### src/rtl/dpc_pkg.sv
// Shared constants, register map and port carriers of the dual-port counter and mailbox block
package dpc_pkg;

   localparam int          ADDR_W        = 18;
   localparam int          DATA_W        = 36;
   localparam int          LANES         = 4;
   localparam int          LANE_W        = 9;
   localparam int          PORTS         = 2;
   localparam int          AXI_AW        = 32;
   localparam int          AXI_DW        = 32;

   // Density codes held in the configuration register
   localparam logic [1:0]  DENS_18       = 2'h0;
   localparam logic [1:0]  DENS_17       = 2'h1;
   localparam logic [1:0]  DENS_16       = 2'h2;
   localparam logic [1:0]  DENS_RESET    = DENS_18;

   // Address width masks per density
   localparam logic [17:0] WMASK_18      = 18'h3FFFF;
   localparam logic [17:0] WMASK_17      = 18'h1FFFF;
   localparam logic [17:0] WMASK_16      = 18'h0FFFF;

   localparam logic [17:0] CNT_RESET     = 18'h00000;
   localparam logic [17:0] MASK_RESET    = 18'h3FFFF;
   localparam logic [17:0] ADDR_ONE      = 18'h00001;

   // Port indices; the right port owns the topmost mailbox
   localparam int          PORT_L        = 0;
   localparam int          PORT_R        = 1;

   // Register byte addresses
   localparam logic [31:0] REG_CONFIG    = 32'h00000000;
   localparam logic [31:0] REG_FLAGS     = 32'h00000004;
   localparam logic [31:0] REG_CNT_L     = 32'h00000008;
   localparam logic [31:0] REG_CNT_R     = 32'h0000000C;
   localparam logic [31:0] REG_MASK_L    = 32'h00000010;
   localparam logic [31:0] REG_MASK_R    = 32'h00000014;

   // Flags register field positions
   localparam int          FLG_MBOX_L    = 0;
   localparam int          FLG_MBOX_R    = 1;
   localparam int          FLG_WRAP_L    = 2;
   localparam int          FLG_WRAP_R    = 3;

   localparam logic [1:0]  RESP_OKAY     = 2'h0;
   localparam logic [1:0]  RESP_SLVERR   = 2'h2;

   typedef struct packed {
      logic [17:0] addr;
      logic        address_strobe_n;
      logic        select_active_low;
      logic        select_active_high;
      logic        counter_advance_n;
      logic        counter_clear_n;
      logic        mask_select_n;
      logic        write_n;
      logic        output_enable_n;
      logic [3:0]  byte_lane_selects_n;
      logic [35:0] dq_in;
   } dpc_port_in_t;

   typedef struct packed {
      logic [35:0] dq_out;
      logic [3:0]  dq_oe;
      logic        mailbox_flag_n;
      logic        wrap_flag_n;
   } dpc_port_out_t;

endpackage : dpc_pkg

### src/rtl/dpc_port_ctrl.sv
// Burst address counter, mask register and wrap flag of one memory port
`timescale 1ns/1ps
module dpc_port_ctrl
   import dpc_pkg::*;
(
   // Clock and resets
   input  wire logic         clk_sys,
   input  wire logic         rst,
   input  wire logic         mreset,
   // Synchronised port controls
   input  wire dpc_port_in_t pin,
   input  wire logic [17:0]  wmask,
   // Results
   output logic [17:0]       eff_addr,
   output logic [17:0]       cnt,
   output logic [17:0]       mask,
   output logic              wrap_flag_n
);

   logic        mask_mode;
   logic        clr;
   logic        ld;
   logic        adv;
   logic [17:0] unm;
   logic [17:0] ext_addr;
   logic [17:0] inc;
   logic [17:0] next_cnt;
   logic [17:0] next_mask;
   logic        next_wrap_n;

   assign mask_mode = ~pin.mask_select_n;
   assign clr       = ~pin.counter_clear_n;
   assign ld        = ~pin.address_strobe_n;
   assign adv       = ~pin.counter_advance_n;
   assign ext_addr  = pin.addr & wmask;
   assign unm       = mask & wmask;
   // Wraps inside the unmasked low field; masked bits stay put
   assign inc       = (((cnt & unm) + ADDR_ONE) & unm) | (cnt & ~unm);

   assign eff_addr  = ld ? ext_addr : cnt;

   assign next_mask = (mask_mode && ld) ? ext_addr : mask;

   // Mask mode holds first, then clear, then load, then advance, else hold
   assign next_cnt  = mask_mode ? cnt :
                      clr       ? (cnt & ~unm) :
                      ld        ? ext_addr :
                      adv       ? inc :
                                  cnt;

   assign next_wrap_n = (!mask_mode && !clr && !ld && adv && ((inc & unm) == unm)) ? 1'b0 :
                        (!mask_mode && (clr || ld)) ? 1'b1 :
                        wrap_flag_n;

   always_ff @(posedge clk_sys) begin
      if (rst || mreset) begin
         cnt         <= CNT_RESET;
         mask        <= MASK_RESET;
         wrap_flag_n <= 1'b1;
      end else begin
         cnt         <= next_cnt;
         mask        <= next_mask;
         wrap_flag_n <= next_wrap_n;
      end
   end

endmodule : dpc_port_ctrl

### src/rtl/dpc_top.sv
// Dual-port counter, mailbox and AXI4-Lite status block
//
// How it works
// - Address width follows density: 18, 17 or 16 bits.
// - Strobe low uses the pin address and loads it into the counter.
// - Port selected only with low select low and high select high.
// - Advance low increments the counter by one each clock.
// - Strobe or clear low suppresses the increment.
// - Clear low zeroes only unmasked counter bits, masked bits kept.
// - Clear wins over strobe and advance in the same cycle.
// - Mask select low makes the mask register the access target.
// - Mask select high: mask untouched, counter follows its controls.
// - Data pins drive read data only while output enable is low.
// - Mailbox flag falls when the other port writes this port's mailbox.
// - Mailbox flag rises when the owning port reads its mailbox.
// - Two top addresses are the mailboxes and still hold data.
// - Topmost address is the right mailbox, one below the left.
// - Wrap flag falls when an increment makes unmasked bits all ones.
// - Master reset: counters zero, masks ones, all flags high.
// - Each byte select gates reads and writes of its lane.
//
// Chosen here: the address map and the AXI4-Lite register port.
`timescale 1ns/1ps
module dpc_top
   import dpc_pkg::*;
(
   // Clock and reset
   input  wire logic                   clk_sys,
   input  wire logic                   rst,
   // Memory port pins, asynchronous to clk_sys
   input  wire logic                   master_reset_n,
   input  wire dpc_port_in_t [1:0]     port_in,
   output dpc_port_out_t [1:0]         port_out,
   // AXI4-Lite write address
   input  wire logic [31:0]            s_axi_awaddr,
   input  wire logic                   s_axi_awvalid,
   output logic                        s_axi_awready,
   // AXI4-Lite write data
   input  wire logic [31:0]            s_axi_wdata,
   input  wire logic [3:0]             s_axi_wstrb,
   input  wire logic                   s_axi_wvalid,
   output logic                        s_axi_wready,
   // AXI4-Lite write response
   output logic [1:0]                  s_axi_bresp,
   output logic                        s_axi_bvalid,
   input  wire logic                   s_axi_bready,
   // AXI4-Lite read address
   input  wire logic [31:0]            s_axi_araddr,
   input  wire logic                   s_axi_arvalid,
   output logic                        s_axi_arready,
   // AXI4-Lite read data
   output logic [31:0]                 s_axi_rdata,
   output logic [1:0]                  s_axi_rresp,
   output logic                        s_axi_rvalid,
   input  wire logic                   s_axi_rready
);

   // Pin synchronisers; stage one is read only by stage two
   dpc_port_in_t [1:0] meta_in;
   dpc_port_in_t [1:0] sync_in;
   logic               master_reset_n_meta;
   logic               master_reset_n_sync_n;
   logic               mreset;

   always_ff @(posedge clk_sys) begin
      if (rst) begin
         master_reset_n_meta   <= 1'b1;
         master_reset_n_sync_n <= 1'b1;
      end else begin
         master_reset_n_meta   <= master_reset_n;
         master_reset_n_sync_n <= master_reset_n_meta;
      end
   end

   assign mreset = ~master_reset_n_sync_n;

   // Configuration
   logic [1:0]  density;
   logic [17:0] wmask;
   logic [17:0] mbox_addr [PORTS];

   assign wmask = (density == DENS_18) ? WMASK_18 :
                  (density == DENS_17) ? WMASK_17 : WMASK_16;
   assign mbox_addr[PORT_R] = wmask;
   assign mbox_addr[PORT_L] = {wmask[17:1], 1'b0};

   // Per-port decode
   logic [17:0] eff_addr [PORTS];
   logic [17:0] cnt      [PORTS];
   logic [17:0] mask     [PORTS];
   logic        wrap_n   [PORTS];
   logic        sel      [PORTS];
   logic        any_lane [PORTS];
   logic        wr       [PORTS];
   logic        rd       [PORTS];
   logic        hit_own  [PORTS];
   logic        hit_far  [PORTS];
   logic [35:0] lane_bits [PORTS];

   // Mailbox storage and flags
   logic [35:0] mbox   [PORTS];
   logic        mbox_n [PORTS];
   logic [35:0] dq_q   [PORTS];
   logic [3:0]  oe_q   [PORTS];

   genvar gi;
   genvar gl;
   generate
      for (gi = 0; gi < PORTS; gi++) begin : g_port
         always_ff @(posedge clk_sys) begin
            meta_in[gi] <= port_in[gi];
            sync_in[gi] <= meta_in[gi];
         end

         dpc_port_ctrl u_ctrl (
            .clk_sys     (clk_sys),
            .rst         (rst),
            .mreset      (mreset),
            .pin         (sync_in[gi]),
            .wmask       (wmask),
            .eff_addr    (eff_addr[gi]),
            .cnt         (cnt[gi]),
            .mask        (mask[gi]),
            .wrap_flag_n (wrap_n[gi])
         );

         for (gl = 0; gl < LANES; gl++) begin : g_lane
            assign lane_bits[gi][gl*LANE_W +: LANE_W] =
               {LANE_W{~sync_in[gi].byte_lane_selects_n[gl]}};
         end

         assign sel[gi] = ~sync_in[gi].select_active_low &
                          sync_in[gi].select_active_high;
         // Mask accesses never reach the array
         assign any_lane[gi] = ~(&sync_in[gi].byte_lane_selects_n);
         assign wr[gi] = sel[gi] & sync_in[gi].mask_select_n &
                         ~sync_in[gi].write_n & any_lane[gi];
         assign rd[gi] = sel[gi] & sync_in[gi].mask_select_n &
                         sync_in[gi].write_n & any_lane[gi];
         assign hit_own[gi] = (eff_addr[gi] == mbox_addr[gi]);
         assign hit_far[gi] = (eff_addr[gi] == mbox_addr[PORTS-1-gi]);

         always_ff @(posedge clk_sys) begin
            if (rst || mreset) begin
               mbox_n[gi] <= 1'b1;
            end else if (wr[PORTS-1-gi] && hit_far[PORTS-1-gi]) begin
               mbox_n[gi] <= 1'b0;
            end else if (rd[gi] && hit_own[gi]) begin
               mbox_n[gi] <= 1'b1;
            end
         end

         // Read path; off-mailbox words read as zero here
         always_ff @(posedge clk_sys) begin
            if (rst) begin
               dq_q[gi] <= '0;
               oe_q[gi] <= '0;
            end else begin
               dq_q[gi] <= (rd[gi] && (hit_own[gi] || hit_far[gi])) ?
                           ((hit_own[gi] ? mbox[gi] : mbox[PORTS-1-gi]) & lane_bits[gi]) :
                           '0;
               oe_q[gi] <= (rd[gi] && !sync_in[gi].output_enable_n) ?
                           ~sync_in[gi].byte_lane_selects_n : '0;
            end
         end

         assign port_out[gi] = '{dq_out:         dq_q[gi],
                                 dq_oe:          oe_q[gi],
                                 mailbox_flag_n: mbox_n[gi],
                                 wrap_flag_n:    wrap_n[gi]};
      end
   endgenerate

   // Mailbox words; same-word collisions are undefined, right port wins
   logic [35:0] next_mbox [PORTS];

   always_comb begin
      for (int m = 0; m < PORTS; m++) begin
         next_mbox[m] = mbox[m];
         for (int p = 0; p < PORTS; p++) begin
            if (wr[p] && (eff_addr[p] == mbox_addr[m])) begin
               next_mbox[m] = (next_mbox[m] & ~lane_bits[p]) |
                              (sync_in[p].dq_in & lane_bits[p]);
            end
         end
      end
   end

   always_ff @(posedge clk_sys) begin
      if (rst) begin
         mbox[PORT_L] <= '0;
         mbox[PORT_R] <= '0;
      end else begin
         mbox[PORT_L] <= next_mbox[PORT_L];
         mbox[PORT_R] <= next_mbox[PORT_R];
      end
   end

   // AXI4-Lite write side: address and data taken in either order
   logic        aw_take;
   logic        w_take;
   logic        wr_go;
   logic [31:0] aw_addr;
   logic [31:0] w_data;
   logic [3:0]  w_strb;
   logic        wr_map;

   assign aw_take = s_axi_awvalid & s_axi_awready;
   assign w_take  = s_axi_wvalid & s_axi_wready;
   assign wr_go   = ~s_axi_awready & ~s_axi_wready & ~s_axi_bvalid;
   assign wr_map  = (aw_addr == REG_CONFIG) || (aw_addr == REG_FLAGS) ||
                    (aw_addr == REG_CNT_L)  || (aw_addr == REG_CNT_R) ||
                    (aw_addr == REG_MASK_L) || (aw_addr == REG_MASK_R);

   always_ff @(posedge clk_sys) begin
      if (rst) begin
         s_axi_awready <= 1'b1;
         s_axi_wready  <= 1'b1;
         s_axi_bvalid  <= 1'b0;
         s_axi_bresp   <= RESP_OKAY;
         aw_addr       <= '0;
         w_data        <= '0;
         w_strb        <= '0;
         density       <= DENS_RESET;
      end else begin
         if (aw_take) begin
            s_axi_awready <= 1'b0;
            aw_addr       <= s_axi_awaddr;
         end
         if (w_take) begin
            s_axi_wready <= 1'b0;
            w_data       <= s_axi_wdata;
            w_strb       <= s_axi_wstrb;
         end
         if (wr_go) begin
            s_axi_bvalid <= 1'b1;
            s_axi_bresp  <= wr_map ? RESP_OKAY : RESP_SLVERR;
            if ((aw_addr == REG_CONFIG) && w_strb[0]) begin
               density <= w_data[1:0];
            end
         end
         if (s_axi_bvalid && s_axi_bready) begin
            s_axi_bvalid  <= 1'b0;
            s_axi_awready <= 1'b1;
            s_axi_wready  <= 1'b1;
         end
      end
   end

   // AXI4-Lite read side: answer one cycle after the address is taken
   logic [31:0] rd_mux;
   logic        rd_map;
   logic [31:0] flag_word;

   assign flag_word = {28'h0000000, wrap_n[PORT_R], wrap_n[PORT_L],
                       mbox_n[PORT_R], mbox_n[PORT_L]};
   assign rd_map = (s_axi_araddr == REG_CONFIG) || (s_axi_araddr == REG_FLAGS) ||
                   (s_axi_araddr == REG_CNT_L)  || (s_axi_araddr == REG_CNT_R) ||
                   (s_axi_araddr == REG_MASK_L) || (s_axi_araddr == REG_MASK_R);
   assign rd_mux = (s_axi_araddr == REG_CONFIG) ? {30'h00000000, density} :
                   (s_axi_araddr == REG_FLAGS)  ? flag_word :
                   (s_axi_araddr == REG_CNT_L)  ? {14'h0000, cnt[PORT_L]} :
                   (s_axi_araddr == REG_CNT_R)  ? {14'h0000, cnt[PORT_R]} :
                   (s_axi_araddr == REG_MASK_L) ? {14'h0000, mask[PORT_L]} :
                   (s_axi_araddr == REG_MASK_R) ? {14'h0000, mask[PORT_R]} :
                                                  32'h00000000;

   always_ff @(posedge clk_sys) begin
      if (rst) begin
         s_axi_arready <= 1'b1;
         s_axi_rvalid  <= 1'b0;
         s_axi_rdata   <= '0;
         s_axi_rresp   <= RESP_OKAY;
      end else begin
         if (s_axi_arvalid && s_axi_arready) begin
            s_axi_arready <= 1'b0;
            s_axi_rvalid  <= 1'b1;
            s_axi_rdata   <= rd_mux;
            s_axi_rresp   <= rd_map ? RESP_OKAY : RESP_SLVERR;
         end
         if (s_axi_rvalid && s_axi_rready) begin
            s_axi_rvalid  <= 1'b0;
            s_axi_arready <= 1'b1;
         end
      end
   end

endmodule : dpc_top

### config.mk
export PLATFORM = sky130hd
export DESIGN_NAME = dpc_top
export DESIGN_NICKNAME = d
export VERILOG_FILES = /design/src/rtl/dpc_pkg.sv /design/src/rtl/dpc_port_ctrl.sv /design/src/rtl/dpc_top.sv
export SDC_FILE = /design/constraint.sdc
export NUM_CORES = 1
export LEC_CHECK = 0
export BUFFER_PORTS_ARGS = -buffer_cell sky130_fd_sc_hd__buf_2
export CAP_MARGIN = 5
export CORE_MARGIN = 10
export CORE_UTILIZATION = 45
export CTS_CLUSTER_SIZE = 20
export DETAILED_ROUTE_END_ITERATION = 8
export PLACE_DENSITY = 0.67
export SLEW_MARGIN = 20
export SYNTH_ARGS = -nofsm -noshare
export SYNTH_HDL_FRONTEND = slang
export SYNTH_SLANG_ARGS = --single-unit
### constraint.sdc
create_clock -name clk_sys -period 7.1 [get_ports clk_sys]
set_input_delay 1.775 -clock clk_sys [delete_from_list [all_inputs] [get_ports clk_sys]]
set_output_delay 1.775 -clock clk_sys [all_outputs]
set_load 0.005 [all_outputs]
==> results of run 1 <==
-- cells in the mapped netlist (25+ instances only) --
cell type  count
nand3_1       43
nand2_1      349
clkbuf_1      90
nand4_1       34
nor4_1        26
dfxtp_1      555
a22oi_1       25
inv_1         26
buf_2         25
mux2i_1       86
o21ai_0       76
nand2b_1      43
nor2_1       147
a211oi_1      77
a21oi_1      175
-- metrics by stage --
| stage | worst slack (ps) | cells |
|---|---|---|
| 6_report | 3400 | 2957 |
| 5_1_grt | 3120 | 2957 |
| 3_5_place_dp | 2990 | 2851 |
| 2_1_floorplan | 3660 | 2083 |
| 4_1_cts | 3440 | 2955 |
| 3_3_place_gp | 3060 | 2851 |
-- routing by layer --
metal	share of wire	GRT usage	vias to the layer above	wire, um
li1	-	-	7669	-
met4	0.028	0.0744	2	1650
met1	0.41	0.271	7720	24500
met2	0.49	0.371	654	28700
met3	0.072	0.0469	115	4280
met5	0.00022	0	-	13
-- layout by cell type, fill, tap and decap left out, drive strengths merged, types with 5 or more instances in the layout --
| master | n |
|---|---|
| nand2b | 43 |
| inv | 31 |
| o21ai | 80 |
| nand4b | 6 |
| or2 | 7 |
| mux2i | 86 |
| nor4 | 29 |
| o22ai | 8 |
| and4 | 7 |
| nand3b | 8 |
| a211oi | 86 |
| ha | 6 |
| nor2 | 147 |
| dfxtp | 555 |
| nor3b | 5 |
| or4 | 6 |
| nor3 | 16 |
| nor2b | 21 |
| nand4 | 34 |
| buf | 333 |
| nand3 | 43 |
| a21oi | 175 |
| and3 | 7 |
| nand2 | 349 |
| o211ai | 22 |
| or3 | 14 |
| a22o | 17 |
| clkinv | 12 |
| bufinv | 11 |
| xnor2 | 14 |
| a22oi | 25 |
| and2 | 10 |
| clkbuf | 69 |
| xor2 | 18 |
| conb | 16 |
| clkinvlp | 8 |
-- final timing paths --
path	start	to	slack (ps)	depth (start not counted)
worst max-delay path	sync_in[47]$_DFF_P_	mbox[0][33]$_SDFF_PP0_	3400	8
worst min-delay path	meta_in[129]$_DFF_P_	sync_in[129]$_DFF_P_	320	0
worst max register to register	sync_in[47]$_DFF_P_	mbox[0][33]$_SDFF_PP0_	3400	8
worst min register to register	meta_in[129]$_DFF_P_	sync_in[129]$_DFF_P_	320	0
-- registers in the layout, summed over array words and instances (netlist names), 2 cells and up --
signal and cells:
density 2, w_data 2, g_port.u_ctrl.wrap_flag_n 2, s_axi_rdata 18, oe_q 8, meta_in 132
sync_in 132, dq_q 72, mbox_n 2, mbox 72, g_port.u_ctrl.cnt 36, g_port.u_ctrl.mask 36
aw_addr 32
-- report_power, final --
group,switching [mW],internal (mW)
registers,0.0904,3.24
logic,0.165,0.118
clock network,1.28,1.95
total,1.54,5.30
-- kinds of logic after synthesis --
kind of cell	Yosys count	synth area share
AOI/OAI and AO/OA	448	0.144
DFF	556	0.569
and+or+nand+nor	759	0.181
muxes	90	0.0462
other	1	0.000191
buffers and inverters	176	0.0415
xor gates and xnor gates	32	0.0143
adders and majority gates	6	0.00383
-- area by class of cell --
| cell class | instances | area (sq um) | area share |
|---|---|---|---|
| Timing Repair Buffer | 334 | 1730 | 0.0734 |
| Inverter | 26 | 97.6 | 0.00415 |
| Clock inverter | 36 | 557 | 0.0237 |
| Tap cell | 585 | 732 | 0.0311 |
| Multi-Input combinational cell | 1351 | 7760 | 0.330 |
| Sequential cell | 556 | 11100 | 0.473 |
| Antenna cell | 1 | 2.50 | 0.000106 |
| Clock buffer | 68 | 1530 | 0.0648 |
==> flow_summary_export.csv, run 1 <==
group,metric,value,unit
clock_network,cts.sinks,556,
outcome,status,"completed",
placed_design,port_buffers,315,
global_routing,antenna_found_initial,3,
finish,final_cell_area,23500,sq um
timing,hold_viol_final,0,
logic_synthesis,synth.largest_area_cell,"dfxtp_1",
clock_network,postCtsResizedCells,0,
run,cap_violations,0,
detailed_routing,via_per_inst,5.46,
detailed_routing,wl_per_cell,20.0,um
critical_path,critPathBufInv,2,
floorplanning,dieArea,52300,sq um
pwr,p_leak,9.24,nW
logic_synthesis,synthDistinctLibCells,69,
global_routing,grt_max_degree,85,
logic_synthesis,avgSynthCellArea,9.47,sq um
clock_network,clock_latency,640,ps
critical_path,crit_path_top_delay_cell,"nor3b_2",
finish,fill_cells,3806,
clock_network,cts_buffer_depth,3,
critical_path,critPathTopFamily,"simple AND/OR/NAND/NOR gates",
timing,fin_crit_sh,0.521,
logic_synthesis,syn-cell-area,19600,sq um
clock_network,postCtsHoldBufs,0,
detailed_routing,finalWirelength,59.2,mm
finish,drive_gt1_frac,0.199,
logic_synthesis,syn_inst,2068,
timing,slew_viol_final,0,
logic_synthesis,synth-edff-count,1,
critical_path,critPathRequiredTime,7630,ps
logic_synthesis,synthTopCellsByArea,"dfxtp_1 (57%), nand2_1 (6.7%), a21oi_1 (4.5%)",
pwr,worst_ir_drop_vdd,213,uV
detailed_routing,drc,0,
logic_synthesis,async_flop_share,0,
clock_network,post-cts-setup-buffers,0,
clock_network,path_clk_slew,60,ps
timing,worst_pin_slew,1110,ps
placed_design,place_area,21400,sq um
finish,fin_nets,2570,
clock_network,cts_inserted_buffers,55,
detailed_routing,dr.pass1.iters,5,
timing,whs,323,ps
global_routing,grt_overflow,0,
critical_path,endpoint_kind,"register",
critical_path,worstSetupPathType,"register to register",
timing,period_needed,3700,ps
floorplanning,num_rows,76,
critical_path,max_stage_delay,930,ps
timing,setup_violations,0,
timing,slew_headroom,0.253,
critical_path,crit_top_cell,"buf_4",
logic_synthesis,synth_warnings,0,
timing,rsz0062_at_grt,"false",
floorplanning,die_y,229,um
placed_design,dp_hpwl,41.5,mm
pwr,power_density,291,nW/um^2
timing,fin_skew,68.2,ps
finish,area_growth,20.2,%
floorplanning,die_x,229,um
floorplanning,io_pins,365,
detailed_routing,antenna_left,0,
timing,max_freq,0.270,GHz
clock_network,cts_tree,"done",
floorplanning,start_util,0.455,
placed_design,routabilityCongestion,0.900,
worst_hold_path,hold_path_class,"register to register",
critical_path,path_max_fanout,47,
global_routing,track_usage,0.219,
global_routing,grt_pass1_wl,92.2,mm
critical_path,worstPathCellList,"buf_4 -> mux2_2 -> o21bai_1 -> nor4_4 -> buf_4 -> nor3b_2 -> mux2i_1 -> a211oi_1",
logic_synthesis,synth_flop_cell,"dfxtp_1",
logic_synthesis,ys_ff_latch,556,
logic_synthesis,yosys.area.top_type_share,0.567,
logic_synthesis,seq_area_frac_synth,0.569,
floorplanning,fp.coreArea,43100,sq um
detailed_routing,vias,16200,
finish,fin_util,0.547,
critical_path,cp-start-kind,"register",
clock_network,h-tree-depth,2,
critical_path,cp.arrival,4230,ps
detailed_routing,drt_iter0_drc,1398,
clock_network,cts-root-buf,"clkbuf_16",
pwr,finalPower,6.84,mW
timing,tns,0,ps
global_routing,grt_pass1_vias,16400,
Note: power is estimated with default switching activity, not from simulation.
==> run 2, diff against run 1 <==
--- a/config.mk
+++ b/config.mk
@@ -5,13 +5,14 @@
 export SDC_FILE = /design/constraint.sdc
 export NUM_CORES = 1
 export LEC_CHECK = 0
+export ABC_AREA = 1
 export BUFFER_PORTS_ARGS = -buffer_cell sky130_fd_sc_hd__buf_2
 export CAP_MARGIN = 5
 export CORE_MARGIN = 10
 export CORE_UTILIZATION = 45
 export CTS_CLUSTER_SIZE = 20
 export DETAILED_ROUTE_END_ITERATION = 8
-export PLACE_DENSITY = 0.67
+export PLACE_DENSITY = 0.66
 export SLEW_MARGIN = 20
 export SYNTH_ARGS = -nofsm -noshare
 export SYNTH_HDL_FRONTEND = slang
==> constraint.sdc (replaced) <==
create_clock -name clk_sys -period 3.5 [get_ports clk_sys]
set_input_delay 0.875 -clock clk_sys [delete_from_list [all_inputs] [get_ports clk_sys]]
set_output_delay 0.875 -clock clk_sys [all_outputs]
set_load 0.005 [all_outputs]
==> run 2 against run 1 <==
Compared with the run above: die area rose by 6.7%; hold slack got worse by 1.2 ps; via count rose by 20%; clock power rose by 92%; highest routed layer unchanged; synthesized area rose by 7.3%; first-iteration DRC count rose by 39%; worst setup slack got worse by 3100 ps; sequential power rose by 100%; synthesized cell count rose by 31%.
==> flow_summary_export.csv, run 2 <==
group,metric,value,unit
outcome,status,"completed",
floorplanning,num_rows,79,
placed_design,routabilityCongestion,0.927,
finish,seqCellArea,11100,sq um
detailed_routing,via_per_inst,5.32,
critical_path,r2r_cells,13,
finish,reg.largest.list,"meta_in (132), sync_in (132)",
critical_path,critPathTopFamily,"simple AND/OR/NAND/NOR gates",
pwr,power_frac_clock,0.449,
pwr,p_leak,11.3,nW
critical_path,path_max_fanout,27,
floorplanning,fp.coreArea,46400,sq um
clock_network,postCtsResizedCells,0,
floorplanning,dieArea,55800,sq um
detailed_routing,dr.pass1.iters,6,
logic_synthesis,synth_common_cells,"dfxtp_1 (555), nand2_1 (483), nor2_1 (438)",
global_routing,grt_pass1_vias,18700,
placed_design,dp_hpwl,48.5,mm
pwr,combPwrFrac,0.061,
clock_network,clock_latency,620,ps
pwr,power_density,551,nW/um^2
finish,drive_gt1_frac,0.168,
clock_network,cts-root-buf,"clkbuf_16",
logic_synthesis,async_flop_share,0,
clock_network,cts.sinks,556,
global_routing,grt_use_met2,0.357,
critical_path,critPathBufInv,3,
global_routing,grt_pass1_wl,102,mm
critical_path,worstSetupPathType,"register to register",
critical_path,crit_path_top_delay_cell,"inv_2",
worst_hold_path,worstHoldPathCells,0,
logic_synthesis,syn_inst,2703,
pwr,seq_power_share,0.489,
clock_network,post-cts-setup-buffers,0,
finish,area_growth,19.3,%
run,cap_violations,0,
timing,max_freq,0.310,GHz
pwr,p_switching,3.26,mW
floorplanning,die_y,236,um
pwr,internal_power,10.6,mW
detailed_routing,finalWirelength,66.9,mm
pwr,switching_share,0.236,
timing,tns,0,ps
critical_path,rrSetupSlack,280,ps
floorplanning,io_pins,365,
finish,fill_cells,4395,
global_routing,track_usage,0.227,
timing,rsz0062_at_grt,"false",
floorplanning,start_util,0.453,
logic_synthesis,seq_area_frac_synth,0.530,
clock_network,postCtsHoldBufs,0,
worst_hold_path,whs_endpoint,"sync_in[98]$_DFF_P_",
critical_path,cp-start-kind,"register",
logic_synthesis,synth_warnings,0,
placed_design,place_area,23100,sq um
critical_path,worstReg2RegEnd,"mbox[0][29]$_SDFF_PP0_",
detailed_routing,vias,19500,
pwr,worst_ir_drop_vdd,488,uV
pwr,finalPower,13.8,mW
critical_path,max_stage_delay,380,ps
logic_synthesis,synthDistinctLibCells,46,
timing,worst_pin_slew,1110,ps
logic_synthesis,avgSynthCellArea,7.78,sq um
timing,slew_headroom,0.257,
detailed_routing,wl_per_cell,18.3,um
clock_network,cts_tree,"done",
logic_synthesis,synth-edff-count,1,
detailed_routing,drc,0,
global_routing,met1_usage,0.301,
placed_design,port_buffers,315,
logic_synthesis,ys_ff_latch,556,
clock_network,path_clk_slew,60,ps
global_routing,use_met3,0.0499,
floorplanning,die_x,236,um
worst_hold_path,hp-start,"meta_in[98]$_DFF_P_",
logic_synthesis,yosysMostFrequentCell,"dfxtp_1",
critical_path,critPathRequiredTime,3970,ps
timing,fin_skew,28.8,ps
critical_path,crit_cells,13,
global_routing,grt_max_degree,58,
critical_path,cp.arrival,3690,ps
logic_synthesis,yosys.area.top_type_share,0.529,
clock_network,cts_buffer_depth,3,
global_routing,busiest_layer,"met2",
logic_synthesis,synthTopCellsByArea,"dfxtp_1 (53%), nand2_1 (8.6%), nor2_1 (7.8%)",
clock_network,h-tree-depth,2,
timing,setup_violations,0,
finish,layout_commonest_cell,"dfxtp_1",
worst_hold_path,hold_path_class,"register to register",
global_routing,antenna_found_initial,7,
finish,final_cell_area,25100,sq um
global_routing,grt_overflow,0,
critical_path,endpoint_kind,"register",
logic_synthesis,synth_flop_cell,"dfxtp_1",
timing,slew_viol_final,0,
finish,most-common-layout-cells,"dfxtp_1 (555), nand2_1 (482), nor2_1 (436)",
detailed_routing,antenna_left,0,
timing,hold_viol_final,0,
finish,multi_input_area,8350,sq um
timing,fin_crit_sh,0.921,
detailed_routing,drt_iter0_drc,1949,
finish,final_cells,3661,
logic_synthesis,syn-cell-area,21000,sq um
timing,period_needed,3220,ps
critical_path,crit_start,"sync_in[47]$_DFF_P_",
critical_path,worstPathCellList,"inv_2 -> nand2_1 -> nand2_1 -> nand2_1 -> nor2_2 -> nand2_2 -> nor2_2 -> buf_4 -> nand3_1 -> clkinv_1 -> nand3_1 -> nand3_1 -> a21oi_1",
finish,fin_nets,3254,
placed_design,dp_cells,3557,
clock_network,cts_inserted_buffers,56,
critical_path,r2r_start,"sync_in[47]$_DFF_P_",
logic_synthesis,synth.largest_area_cell,"dfxtp_1",
## run 2: kinds of logic (layout without fill, tap and decap cells)
kind of cell / after synthesis / count (layout) / share of synthesized area
adder cells (fa/ha/maj): 6 / 6 / 0.00357
AND/OR/NAND/NOR: 1186 / 1186 / 0.238
XOR/XNOR: 3 / 3 / 0.00125
buffers and inverters: 374 / 708 / 0.0762
AO/OA/AOI/OAI: 577 / 577 / 0.151
other: 1 / 18 / 0.000178
flip-flops: 556 / 556 / 0.530
## run 2: layout make-up
type / instances / share of cell area
sequential: 556 / 0.444
multi-input combinational: 1788 / 0.333
timing repair buffer: 359 / 0.0775
clock buffer: 76 / 0.0641
inverter: 247 / 0.0370
tap: 607 / 0.0303
clock inverter: 26 / 0.0133
antenna: 2 / 0.000200
## run 2: metrics by stage
| step | setup WS [ps] | util | hold slack (ps) |
|---|---|---|---|
| finish | 278 | 0.541 | 322 |
| global route | 178 | 0.541 | 327 |
| CTS | 428 | 0.541 | 325 |
| detailed placement | 400 | 0.499 | 312 |
| global placement | 459 | 0.499 | 310 |
| floorplan | 1120 | - | 310 |
## run 2: worst max path at each step
stage / end / slack, ps
2_1_floorplan: s_axi_rdata[10]$_SDFFE_PP0P_ / 1120
3_3_place_gp: s_axi_rdata[5]$_SDFFE_PP0P_ / 460
3_5_place_dp: s_axi_rdata[5]$_SDFFE_PP0P_ / 400
4_1_cts: mbox[0][29]$_SDFF_PP0_ / 430
5_1_grt: mbox[0][28]$_SDFF_PP0_ / 180
6_report: mbox[0][29]$_SDFF_PP0_ / 280
## run 2: power by group through the flow
| stage | clock (mW) | combinational [mW] | sequential, mW |
|---|---|---|---|
| after CTS | 6.32 | 0.838 | 6.76 |
| after global routing | 6.54 | 0.951 | 6.79 |
| final | 6.21 | 0.849 | 6.76 |
| after global placement | 0 | 0.819 | 6.89 |
| after floorplan | 0 | 0.534 | 6.83 |
| after detailed placement | 0 | 0.833 | 6.90 |
## run 2: layer usage
metal,up-vias,share of wire
li1,9453,-
met1,8904,0.43
met2,949,0.44
met3,150,0.094
met4,8,0.031
met5,-,0.00079
## run 2: worst register-to-register path: stages, from the launching register on
cell      delay (ps)
dfxtp_1          310
inv_2            380
nand2_1          240
nand2_1          130
nand2_1           80
nor2_2           280
nand2_2          160
nor2_2           150
buf_4            330
nand3_1          340
clkinv_1         370
nand3_1          130
nand3_1          110
a21oi_1           80
